==> src/hdl/dpc_pkg.sv <==
// Package for the PLL configuration and averaged calibration register bank.
// Assumes byte-wide registers reached through the device serial control port.
package dpc_pkg;
	localparam logic [11:0] ADDR_LOOP_FILTER_CTRL3 = 12'h089;
	localparam logic [11:0] ADDR_CHARGE_PUMP_CTRL = 12'h08a;
	localparam logic [11:0] ADDR_VCO_DIVIDER_CTRL = 12'h08b;
	localparam logic [11:0] ADDR_REF_DIVIDER_CTRL = 12'h08c;
	localparam logic [11:0] ADDR_PLL_REGULATOR_CTRL = 12'h08d;
	localparam logic [11:0] ADDR_GLOBAL_CALIBRATION_CTRL = 12'h0e2;
	localparam int BIT_RES3_BYPASS = 7;
	localparam int BIT_RES1_BYPASS = 6;
	localparam int BIT_CAP2_BYPASS = 5;
	localparam int BIT_CAP1_BYPASS = 4;
	localparam int BIT_CAL_TRIGGER = 1;
	localparam int BIT_CAL_ENABLE = 0;
	localparam logic [3:0] RST_LOOP_RES3_SETTING = 4'h8;
	localparam logic [3:0] RST_LOOP_BYPASS = 4'h0;
	localparam logic [5:0] RST_PUMP_CURRENT = 6'h20;
	localparam logic [1:0] RST_VCO_POST_DIV = 2'h2;
	localparam logic [2:0] RST_REF_PRE_DIV = 3'h1;
	localparam logic [7:0] RST_PLL_REGULATOR = 8'h2b;
	localparam logic [1:0] RST_CAL_CTRL = 2'h0;
	localparam logic [2:0] REF_DIV_MAX_CODE = 3'h4;
endpackage

==> src/hdl/dpc_edge_detect.sv <==
// Rising edge detector for a register bit in the control port clock domain.
// Assumes the input is already synchronous to clk_i.
`timescale 1ns/1ps
`default_nettype none
module dpc_edge_detect (
	input wire logic clk_i,
	input wire logic rst_n_i,
	input wire logic level_i,
	output logic rise_o
);
	typedef struct packed {
		logic last;
	} dpc_edge_state_type;
	dpc_edge_state_type s_q;
	dpc_edge_state_type s_d;
	always_comb begin
		s_d = s_q;
		s_d.last = level_i;
	end
	always_ff @(posedge clk_i) begin
		if (!rst_n_i) begin
			s_q <= '0;
		end else begin
			s_q <= s_d;
		end
	end
	assign rise_o = level_i & ~s_q.last;
endmodule
`default_nettype wire

==> src/hdl/dpc_regs.sv <==
// Register bank for the converter clock multiplier PLL and the averaged calibration control.
// Assumes a byte-wide write/read port from the serial control port decoder in the same clock domain.
// Functional notes
// - A set bypass bit with zero component word removes that component entirely.
// - Third resistor word sits in bits 3..0, resets 0x8, best at 0xE.
// - Charge pump current is bits 5..0, resets 0x20, best at 0x12.
// - Post divider codes 01, 10, 11 give divide by 4, 8, 16; reset 0x2.
// - Pre divider codes 000 to 100 give divide by 1, 2, 4, 8, 16; reset 0x1.
// - Regulator setting is eight bits, resets 0x2B, software writes 0x7B.
// - A rising edge of the averaged trigger launches calibration of all converters.
// - Enable is set before the trigger; while set, calibration runs and results apply.
`timescale 1ns/1ps
`default_nettype none
module dpc_regs (
	input wire logic clk_i,
	input wire logic rst_n_i,
	input wire logic wr_en_i,
	input wire logic [11:0] addr_i,
	input wire logic [7:0] wdata_i,
	input wire logic [3:0] loop_res1_word_i,
	input wire logic [3:0] loop_cap2_word_i,
	input wire logic [3:0] loop_cap1_word_i,
	output logic [7:0] rdata_o,
	output logic [3:0] loop_bypass_o,
	output logic [3:0] loop_res3_setting_o,
	output logic [5:0] pump_current_setting_o,
	output logic [4:0] vco_post_divide_ratio_o,
	output logic [4:0] ref_pre_divide_ratio_o,
	output logic [7:0] pll_regulator_setting_o,
	output logic averaged_cal_start_o,
	output logic averaged_cal_apply_o
);
	typedef struct packed {
		logic [3:0] loop_bypass;
		logic [3:0] loop_res3_setting;
		logic [5:0] pump_current_setting;
		logic [1:0] vco_post_divider_select;
		logic [2:0] ref_pre_divider_select;
		logic [7:0] pll_regulator_setting;
		logic averaged_cal_trigger;
		logic averaged_cal_enable;
		logic [7:0] rdata;
		logic [4:0] vco_ratio;
		logic [4:0] ref_ratio;
		logic [3:0] bypass_eff;
	} dpc_regs_state_type;
	dpc_regs_state_type s_q;
	dpc_regs_state_type s_d;
	logic trig_rise;

	dpc_edge_detect u_trig_edge (
		.clk_i(clk_i),
		.rst_n_i(rst_n_i),
		.level_i(s_q.averaged_cal_trigger),
		.rise_o(trig_rise)
	);

	always_comb begin
		s_d = s_q;
		if (wr_en_i) begin
			unique case (addr_i)
				dpc_pkg::ADDR_LOOP_FILTER_CTRL3: begin
					s_d.loop_bypass = wdata_i[7:4];
					s_d.loop_res3_setting = wdata_i[3:0];
				end
				dpc_pkg::ADDR_CHARGE_PUMP_CTRL: begin
					s_d.pump_current_setting = wdata_i[5:0];
				end
				dpc_pkg::ADDR_VCO_DIVIDER_CTRL: begin
					s_d.vco_post_divider_select = wdata_i[1:0];
				end
				dpc_pkg::ADDR_REF_DIVIDER_CTRL: begin
					s_d.ref_pre_divider_select = wdata_i[2:0];
				end
				dpc_pkg::ADDR_PLL_REGULATOR_CTRL: begin
					s_d.pll_regulator_setting = wdata_i;
				end
				dpc_pkg::ADDR_GLOBAL_CALIBRATION_CTRL: begin
					s_d.averaged_cal_trigger = wdata_i[dpc_pkg::BIT_CAL_TRIGGER];
					s_d.averaged_cal_enable = wdata_i[dpc_pkg::BIT_CAL_ENABLE];
				end
				default: begin
				end
			endcase
		end
		// Read data is registered; unmapped and reserved bits read zero.
		unique case (addr_i)
			dpc_pkg::ADDR_LOOP_FILTER_CTRL3: s_d.rdata = {s_q.loop_bypass, s_q.loop_res3_setting};
			dpc_pkg::ADDR_CHARGE_PUMP_CTRL: s_d.rdata = {2'h0, s_q.pump_current_setting};
			dpc_pkg::ADDR_VCO_DIVIDER_CTRL: s_d.rdata = {6'h00, s_q.vco_post_divider_select};
			dpc_pkg::ADDR_REF_DIVIDER_CTRL: s_d.rdata = {5'h00, s_q.ref_pre_divider_select};
			dpc_pkg::ADDR_PLL_REGULATOR_CTRL: s_d.rdata = s_q.pll_regulator_setting;
			dpc_pkg::ADDR_GLOBAL_CALIBRATION_CTRL: s_d.rdata = {6'h00, s_q.averaged_cal_trigger,
				s_q.averaged_cal_enable};
			default: s_d.rdata = 8'h00;
		endcase
		// Code 00 is undocumented for the post divider; it is held at the reset ratio of 8.
		unique case (s_q.vco_post_divider_select)
			2'h1: s_d.vco_ratio = 5'h04;
			2'h2: s_d.vco_ratio = 5'h08;
			2'h3: s_d.vco_ratio = 5'h10;
			default: s_d.vco_ratio = 5'h08;
		endcase
		// Codes above 100 have no ratio; they clamp to divide by 16 to keep the reference low.
		if (s_q.ref_pre_divider_select > dpc_pkg::REF_DIV_MAX_CODE) begin
			s_d.ref_ratio = 5'h10;
		end else begin
			s_d.ref_ratio = 5'(5'h01 << s_q.ref_pre_divider_select);
		end
		// A bypass only acts when its component word is zero, so the loop-filter words enter here.
		s_d.bypass_eff[3] = s_q.loop_bypass[3] & (s_q.loop_res3_setting == 4'h0);
		s_d.bypass_eff[2] = s_q.loop_bypass[2] & (loop_res1_word_i == 4'h0);
		s_d.bypass_eff[1] = s_q.loop_bypass[1] & (loop_cap2_word_i == 4'h0);
		s_d.bypass_eff[0] = s_q.loop_bypass[0] & (loop_cap1_word_i == 4'h0);
	end

	always_ff @(posedge clk_i) begin
		if (!rst_n_i) begin
			s_q.loop_bypass <= dpc_pkg::RST_LOOP_BYPASS;
			s_q.loop_res3_setting <= dpc_pkg::RST_LOOP_RES3_SETTING;
			s_q.pump_current_setting <= dpc_pkg::RST_PUMP_CURRENT;
			s_q.vco_post_divider_select <= dpc_pkg::RST_VCO_POST_DIV;
			s_q.ref_pre_divider_select <= dpc_pkg::RST_REF_PRE_DIV;
			s_q.pll_regulator_setting <= dpc_pkg::RST_PLL_REGULATOR;
			s_q.averaged_cal_trigger <= dpc_pkg::RST_CAL_CTRL[dpc_pkg::BIT_CAL_TRIGGER];
			s_q.averaged_cal_enable <= dpc_pkg::RST_CAL_CTRL[dpc_pkg::BIT_CAL_ENABLE];
			s_q.rdata <= 8'h00;
			s_q.vco_ratio <= 5'h08;
			s_q.ref_ratio <= 5'h02;
			s_q.bypass_eff <= 4'h0;
		end else begin
			s_q <= s_d;
		end
	end

	assign rdata_o = s_q.rdata;
	assign loop_bypass_o = s_q.bypass_eff;
	assign loop_res3_setting_o = s_q.loop_res3_setting;
	assign pump_current_setting_o = s_q.pump_current_setting;
	assign vco_post_divide_ratio_o = s_q.vco_ratio;
	assign ref_pre_divide_ratio_o = s_q.ref_ratio;
	assign pll_regulator_setting_o = s_q.pll_regulator_setting;
	// Start is one cycle wide; a held one produces no further start.
	assign averaged_cal_start_o = trig_rise & s_q.averaged_cal_enable;
	assign averaged_cal_apply_o = s_q.averaged_cal_enable;

	property p_start_needs_edge;
		@(posedge clk_i) disable iff (!rst_n_i)
			averaged_cal_start_o |-> s_q.averaged_cal_trigger && !$past(s_q.averaged_cal_trigger);
	endproperty
	a_start_needs_edge: assert property (p_start_needs_edge) else $error("start without trigger edge");

	property p_write_one_starts;
		@(posedge clk_i) disable iff (!rst_n_i)
			(wr_en_i && addr_i == dpc_pkg::ADDR_GLOBAL_CALIBRATION_CTRL && wdata_i[1:0] == 2'h3
			&& !s_q.averaged_cal_trigger && s_q.averaged_cal_enable) |=> averaged_cal_start_o;
	endproperty
	a_write_one_starts: assert property (p_write_one_starts) else $error("trigger edge missed");

	property p_start_single;
		@(posedge clk_i) disable iff (!rst_n_i)
			averaged_cal_start_o |=> !averaged_cal_start_o;
	endproperty
	a_start_single: assert property (p_start_single) else $error("start longer than one cycle");

	property p_start_enabled;
		@(posedge clk_i) disable iff (!rst_n_i)
			averaged_cal_start_o |-> averaged_cal_apply_o;
	endproperty
	a_start_enabled: assert property (p_start_enabled) else $error("start while disabled");

	property p_vco_ratio;
		@(posedge clk_i) disable iff (!rst_n_i)
			(s_q.vco_post_divider_select == 2'h3) ##1 (s_q.vco_post_divider_select == 2'h3)
			|-> vco_post_divide_ratio_o == 5'h10;
	endproperty
	a_vco_ratio: assert property (p_vco_ratio) else $error("post divide ratio wrong");

	property p_ref_ratio;
		@(posedge clk_i) disable iff (!rst_n_i)
			(s_q.ref_pre_divider_select == 3'h4) ##1 (s_q.ref_pre_divider_select == 3'h4)
			|-> ref_pre_divide_ratio_o == 5'h10;
	endproperty
	a_ref_ratio: assert property (p_ref_ratio) else $error("pre divide ratio wrong");

	property p_reserved_zero;
		@(posedge clk_i) disable iff (!rst_n_i)
			(addr_i == dpc_pkg::ADDR_CHARGE_PUMP_CTRL) |=> rdata_o[7:6] == 2'h0;
	endproperty
	a_reserved_zero: assert property (p_reserved_zero) else $error("reserved bits nonzero");

	property p_bypass_word;
		@(posedge clk_i) disable iff (!rst_n_i)
			loop_bypass_o[3] |-> $past(s_q.loop_res3_setting) == 4'h0;
	endproperty
	a_bypass_word: assert property (p_bypass_word) else $error("bypass with nonzero word");

	property p_pump_write;
		@(posedge clk_i) disable iff (!rst_n_i)
			(wr_en_i && addr_i == dpc_pkg::ADDR_CHARGE_PUMP_CTRL) |=> pump_current_setting_o == $past(wdata_i[5:0]);
	endproperty
	a_pump_write: assert property (p_pump_write) else $error("pump current not stored");

	// The neighbouring words arrive from outside the bank, so each gate is checked both ways.
	property p_bypass_res1;
		@(posedge clk_i) disable iff (!rst_n_i)
			loop_bypass_o[2] == ($past(s_q.loop_bypass[2]) && ($past(loop_res1_word_i) == 4'h0));
	endproperty
	a_bypass_res1: assert property (p_bypass_res1) else $error("res1 bypass gating wrong");

	property p_bypass_cap2;
		@(posedge clk_i) disable iff (!rst_n_i)
			loop_bypass_o[1] == ($past(s_q.loop_bypass[1]) && ($past(loop_cap2_word_i) == 4'h0));
	endproperty
	a_bypass_cap2: assert property (p_bypass_cap2) else $error("cap2 bypass gating wrong");

	property p_bypass_cap1;
		@(posedge clk_i) disable iff (!rst_n_i)
			loop_bypass_o[0] == ($past(s_q.loop_bypass[0]) && ($past(loop_cap1_word_i) == 4'h0));
	endproperty
	a_bypass_cap1: assert property (p_bypass_cap1) else $error("cap1 bypass gating wrong");
endmodule
`default_nettype wire

==> config.mk <==
export PLATFORM = sky130hd
export DESIGN_NAME = dpc_regs
export DESIGN_NICKNAME = d
export VERILOG_FILES = /design/src/hdl/dpc_pkg.sv /design/src/hdl/dpc_edge_detect.sv /design/src/hdl/dpc_regs.sv
export SDC_FILE = /design/constraint.sdc
export NUM_CORES = 1
export LEC_CHECK = 0
export ABC_AREA = 1
export BUFFER_PORTS_ARGS = -buffer_cell sky130_fd_sc_hd__buf_2
export CAP_MARGIN = 20
export CORE_MARGIN = 2
export CORE_UTILIZATION = 50
export DETAILED_ROUTE_END_ITERATION = 10
export MAX_ROUTING_LAYER = met4
export PLACE_DENSITY = 0.79
export SLEW_MARGIN = 20
export SYNTH_ARGS = -nofsm -noshare
export SYNTH_HDL_FRONTEND = slang
export SYNTH_HIERARCHICAL = 1
export SYNTH_SLANG_ARGS = --single-unit
==> constraint.sdc <==
create_clock -name clk_i -period 1.38 [get_ports clk_i]
set_clock_uncertainty 0.05 [all_clocks]
set_input_delay 0.138 -clock clk_i [delete_from_list [all_inputs] [get_ports clk_i]]
set_output_delay 0.138 -clock clk_i [all_outputs]
set_load 0.01 [all_outputs]
# == Yosys cells after proc, flatten, opt, wreduce, memory -nomap -nowiden ==
# Cells that the tools add are included.
# totals
reg_bits,52
input_bits,35
output_inout_bits,42
# classes
magnitude_cmp,1
eq_ne,8
shifts,1
mux,3
bitwise,8
reduce_logical,11
# op_table
operator,n
"equality test 12 x 8 -> 1 bit, second input constant",6
case mux 8 bit (6 select lines),1
logical NOT 4 bit,4
AND reduction 2 bit,6
case mux 5 bit (2 select lines),1
bitwise AND 1 bit,6
2-to-1 mux 5 bit,1
"left shift 1 x 3 -> 5 bit, first input constant",1
"greater-than comparator 3 bit, second input constant",1
"equality test 2 x 1 -> 1 bit, second input constant",1
"equality test 2 bit, second input constant",1
inverter 1 bit,2
OR reduction 2 bit,1

# == Longest topological paths before layout ==
# depth
word_depth,3
mapped_depth,10

# == By module ==
# The synthesis kept the hierarchy.
# modules_own_cells
mod,n_inst,cells_each,area_per_inst_um2,seq_area_each_um2
dpc_regs,1,329,2399.8,980.9
dpc_edge_detect,1,5,37.5,20.0

# == Least setup slack after synthesis ==
# OpenSTA, ideal clock, no wires.
# synth_timing
kind,input port to flip-flop
startpoint,input addr_i[11]
endpoint,register s_q (netlist bit loop_res3_setting_o[3])
setup_time_ns,0.138
arrival_time_ns,0.991
required_time_ns,1.192
slack_ns,0.201
cell_stages,9
path_buffers,1
path_cell_list,nor2_1 nand2_1 inv_1 nand2_4 nor2_4 nand2_4 buf_6 nand2_1 o211ai_1
# synth_via
elab_chain_cells,2
# synth_rtl
item,line_no,text
start: declaration,dpc_regs.sv:18,"input wire logic [11:0] addr_i,"
equality test 12 x 8 -> 1 bit,dpc_regs.sv:61,unique case (addr_i)
AND reduction 2 bit (no line),-,
end: declaration,dpc_regs.sv:47,dpc_regs_state_type s_q;
# No other way between the ends.
# A chain may end at the register's enable or synchronous reset.

# == Worst setup path after layout ==
# layout_timing
startpoint,register s_q[23] (netlist name)
endpoint,output averaged_cal_start_o
# layout_via
elab_chain_cells,2
# layout_rtl
item,line_no,text
bitwise AND 1 bit,dpc_edge_detect.sv:27,assign rise_o = level_i & ~s_q.last;
via trig_rise,dpc_regs.sv:49,logic trig_rise;
bitwise AND 1 bit,dpc_regs.sv:144,assign averaged_cal_start_o = trig_rise & s_q.averaged_cal_enable;
end: declaration,dpc_regs.sv:30,"output logic averaged_cal_start_o,"
# The timed path passes the listed nets, and every way through them passes these cells.

==> flow_summary.ini <==
[sta]
finalCritPeriodShare_pct = 88.42
clock.fmax_ghz = 0.8196
slew_violations = 0
setup_ws_ns = 0.1598
rsz0062_at_grt = false
fin_crit_ns = 1.220
hold_viol = 0
setup_viol = 0

[cts]
cts_buffers = 5
cts_hold_buf = 0
clkLatencyLatePin_ns = 0.30
clk_pin_slew_ns = 0.09
clockBufferDepth = 2
post_cts_resized = 0
clock-sinks = 50
htreeDepth = 2
cts_tree = yes
cts_setup_buffers = 0
root_buffer = clkbuf_8

[route]
via_per_inst = 4.742
dr_total_vias = 2115
wl_per_cell_um = 11.97
wirelength_um = 5340
drtAntennaViolNets = 0
dr.pass1.iters = 4
drt-initial-drc-count = 125
drc = 0

[worst_setup_path]
r2r_start = loop_res3_setting_o[2]$_SDFFE_PN0P_
worstSetupEndpoint = averaged_cal_start_o
path_buf_inv = 3
slowest_stage = dfxtp_1
worst_ep_arrival_time_ns = 1.03
critPathTopFamily = flip-flops
slowest_delay_ns = 0.38
cp_max_fo = 4
start_kind = flop
r2r_end = rdata_o[2]$_SDFF_PN0_
r2r_setup_slack_ns = 0.42
path_common_cell = inv_1
required_ns = 1.19
end_kind = output port
crit_start = s_q[23]$_SDFFE_PN0P_
path_cells = inv_1 > nor2_2 > nand2_1 > inv_1 > buf_2
rr_worst_depth = 4
worst-setup-path-type = reg2out
worst-path-stages = 5

[cells_and_area]
n_antenna_cell = 0
multiInputGateArea_sq_um = 929.6
final_nets = 413
final_util_pct = 57.85
register_area_sq_mm = 0.001001
fillCellCount = 453
area_delta_synth_final_pct = 12.11
drive_above_1_share_pct = 26.65

[yosys]
ys_seq_area_share_pct = 41.07
yosysUniqueCellTypes = 26
yosys_warnings = 6
synth_enable_flop_cells = 0
netlist_area_sq_mm = 0.002437
avgSynthCellArea_sq_um = 7.297
postSynthCellCount = 334
ys.flop_type = dfxtp_1
synthArstFlopShare_pct = 0
ys_ff_latch = 50

[die]
die_w_um = 73.82
die_area_sq_mm = 0.005449
core_sq_mm = 0.004723
die_y_um = 73.82
initial_core_util_pct = 51.60
num_rows = 25
io_pins = 77

[status]
outcome = completed

[pwr]
power_density_mw_per_mm2 = 955.0
ir_drop_mv = 0.5844
p_leak_nw = 1.403

[global_routing]
grt_pass1_vias = 1931
grt_first_pass_wirelength_um = 8556
grt.overflow.total = 0
grt_start_max_net_pins = 26
grt_use_total_pct = 21.20
antenna_found_initial = 0

[worst_hold_path]
hold_path_class = in2reg

[placed_design]
gp_congestion = 0.8645
hpwlAfterDp_um = 4079
port-buffer-count = 74
place_ws_ns = -0.04727

[job]
drv_cap = 0
per-layer routing:
| metal | GRT usage, % | vias up | share of wire [%] |
|---|---|---|---|
| met3 | 3.567 | 11 | 6.0 |
| met4 | 9.091 | 0 | 2.1 |
| met1 | 24.62 | 931 | 42 |
| li1 | - | 1100 | - |
| met2 | 35.91 | 73 | 50 |
| met5 | - | - | 0 |
registers in the layout (all words and copies together) (netlist names):
name,flops
loop_res3_setting_o,4
s_q,10
averaged_cal_apply_o,1
loop_bypass_o,4
u_trig_edge/s_q,1
vco_post_divide_ratio_o,3
ref_pre_divide_ratio_o,5
pump_current_setting_o,6
rdata_o,8
pll_regulator_setting_o,8
worst reg2reg max path: cells and delay by family (launching register included):
kind | cells | cell delay (ns)
flip-flops | 1 | 0.34
buffers and inverters | 1 | 0.07
AND/OR/NAND/NOR | 2 | 0.18
AO/OA/AOI/OAI | 1 | 0.27
per-stage QoR:
stage | power (mW) | hold WS, ns | cells | setup TNS (ns) | cell area [sq um]
global placement | 1.624 | 0.3284 | 438 | 0 | 2626
CTS | 2.614 | 0.01231 | 446 | 0 | 2733
finish | 2.610 | 0.007309 | 446 | 0 | 2733
floorplan | 1.546 | 0.1856 | 335 | 0 | 2441
detailed placement | 1.627 | 0.3342 | 438 | -0.1662 | 2626
global route | 2.675 | 0.01596 | 446 | 0 | 2733
layout by cell type, fill, tap and decap left out:
cell type	n
nand3_1	21
nor2_2	1
bufinv_16	1
conb_1	2
nor3_2	1
dfxtp_1	50
nor2_4	5
clkbuf_8	5
inv_1	41
buf_12	1
o211ai_1	8
nand2_1	61
clkbuf_1	2
nor3_1	4
buf_4	8
a21oi_1	16
nand2_4	2
nor4_1	3
o31ai_1	1
nor2_1	43
buf_2	74
o21ai_0	22
inv_2	2
or4_1	3
nand2_2	1
and2_1	1
synthesized netlist by cell type, types with 4 or more instances:
master    instances  area share (%)
nand2_1          61             9.4
dfxtp_1          50              41
nor2_1           43             6.6
buf_4            41              13
inv_1            41             6.3
o21ai_0          22             4.5
nand3_1          21             4.3
a21oi_1          16             3.3
o211ai_1          8             2.5
nor2_4            5             2.3
nor3_1            4            0.82
where the power goes:
group | switching (mW) | internal (mW)
combinational | 0.0933 | 0.0588
sequential | 0.000133 | 1.44
clock | 0.473 | 0.543
total | 0.567 | 2.04
worst min-delay path by stage:
| stage | from | endpoint | slack [ns] | depth (start not counted) |
|---|---|---|---|---|
| after floorplan | rst_n_i | u_trig_edge/s_q$_SDFF_PN0_ | 0.19 | 2 |
| after global placement | loop_res1_word_i[2] | loop_bypass_o[2]$_SDFF_PN0_ | 0.33 | 3 |
| after detailed placement | loop_cap2_word_i[2] | loop_bypass_o[1]$_SDFF_PN0_ | 0.33 | 3 |
| after CTS | loop_cap2_word_i[2] | loop_bypass_o[1]$_SDFF_PN0_ | 0.01 | 3 |
| after global routing | loop_cap2_word_i[2] | loop_bypass_o[1]$_SDFF_PN0_ | 0.02 | 3 |
| final | loop_cap2_word_i[2] | loop_bypass_o[1]$_SDFF_PN0_ | 0.007 | 3 |
cell families (layout without fill, tap and decap cells):
kind of cell / after synthesis / count (layout) / synth area share (%)
AO/OA/AOI/OAI: 47 / 47 / 10.58
buffers and inverters: 90 / 134 / 20.94
flip-flops: 50 / 50 / 41.07
other: 1 / 2 / 0.1539
AND/OR/NAND/NOR: 146 / 146 / 27.26
cell type report:
class / instances / area share (%)
Clock buffer: 7 / 2.793
Inverter: 43 / 5.907
Tap cell: 67 / 3.068
Clock inverter: 1 / 1.099
Multi-Input combinational cell: 195 / 34.02
Timing Repair Buffer: 83 / 16.48
Sequential cell: 50 / 36.63
Power figures use the tool's default switching activity.
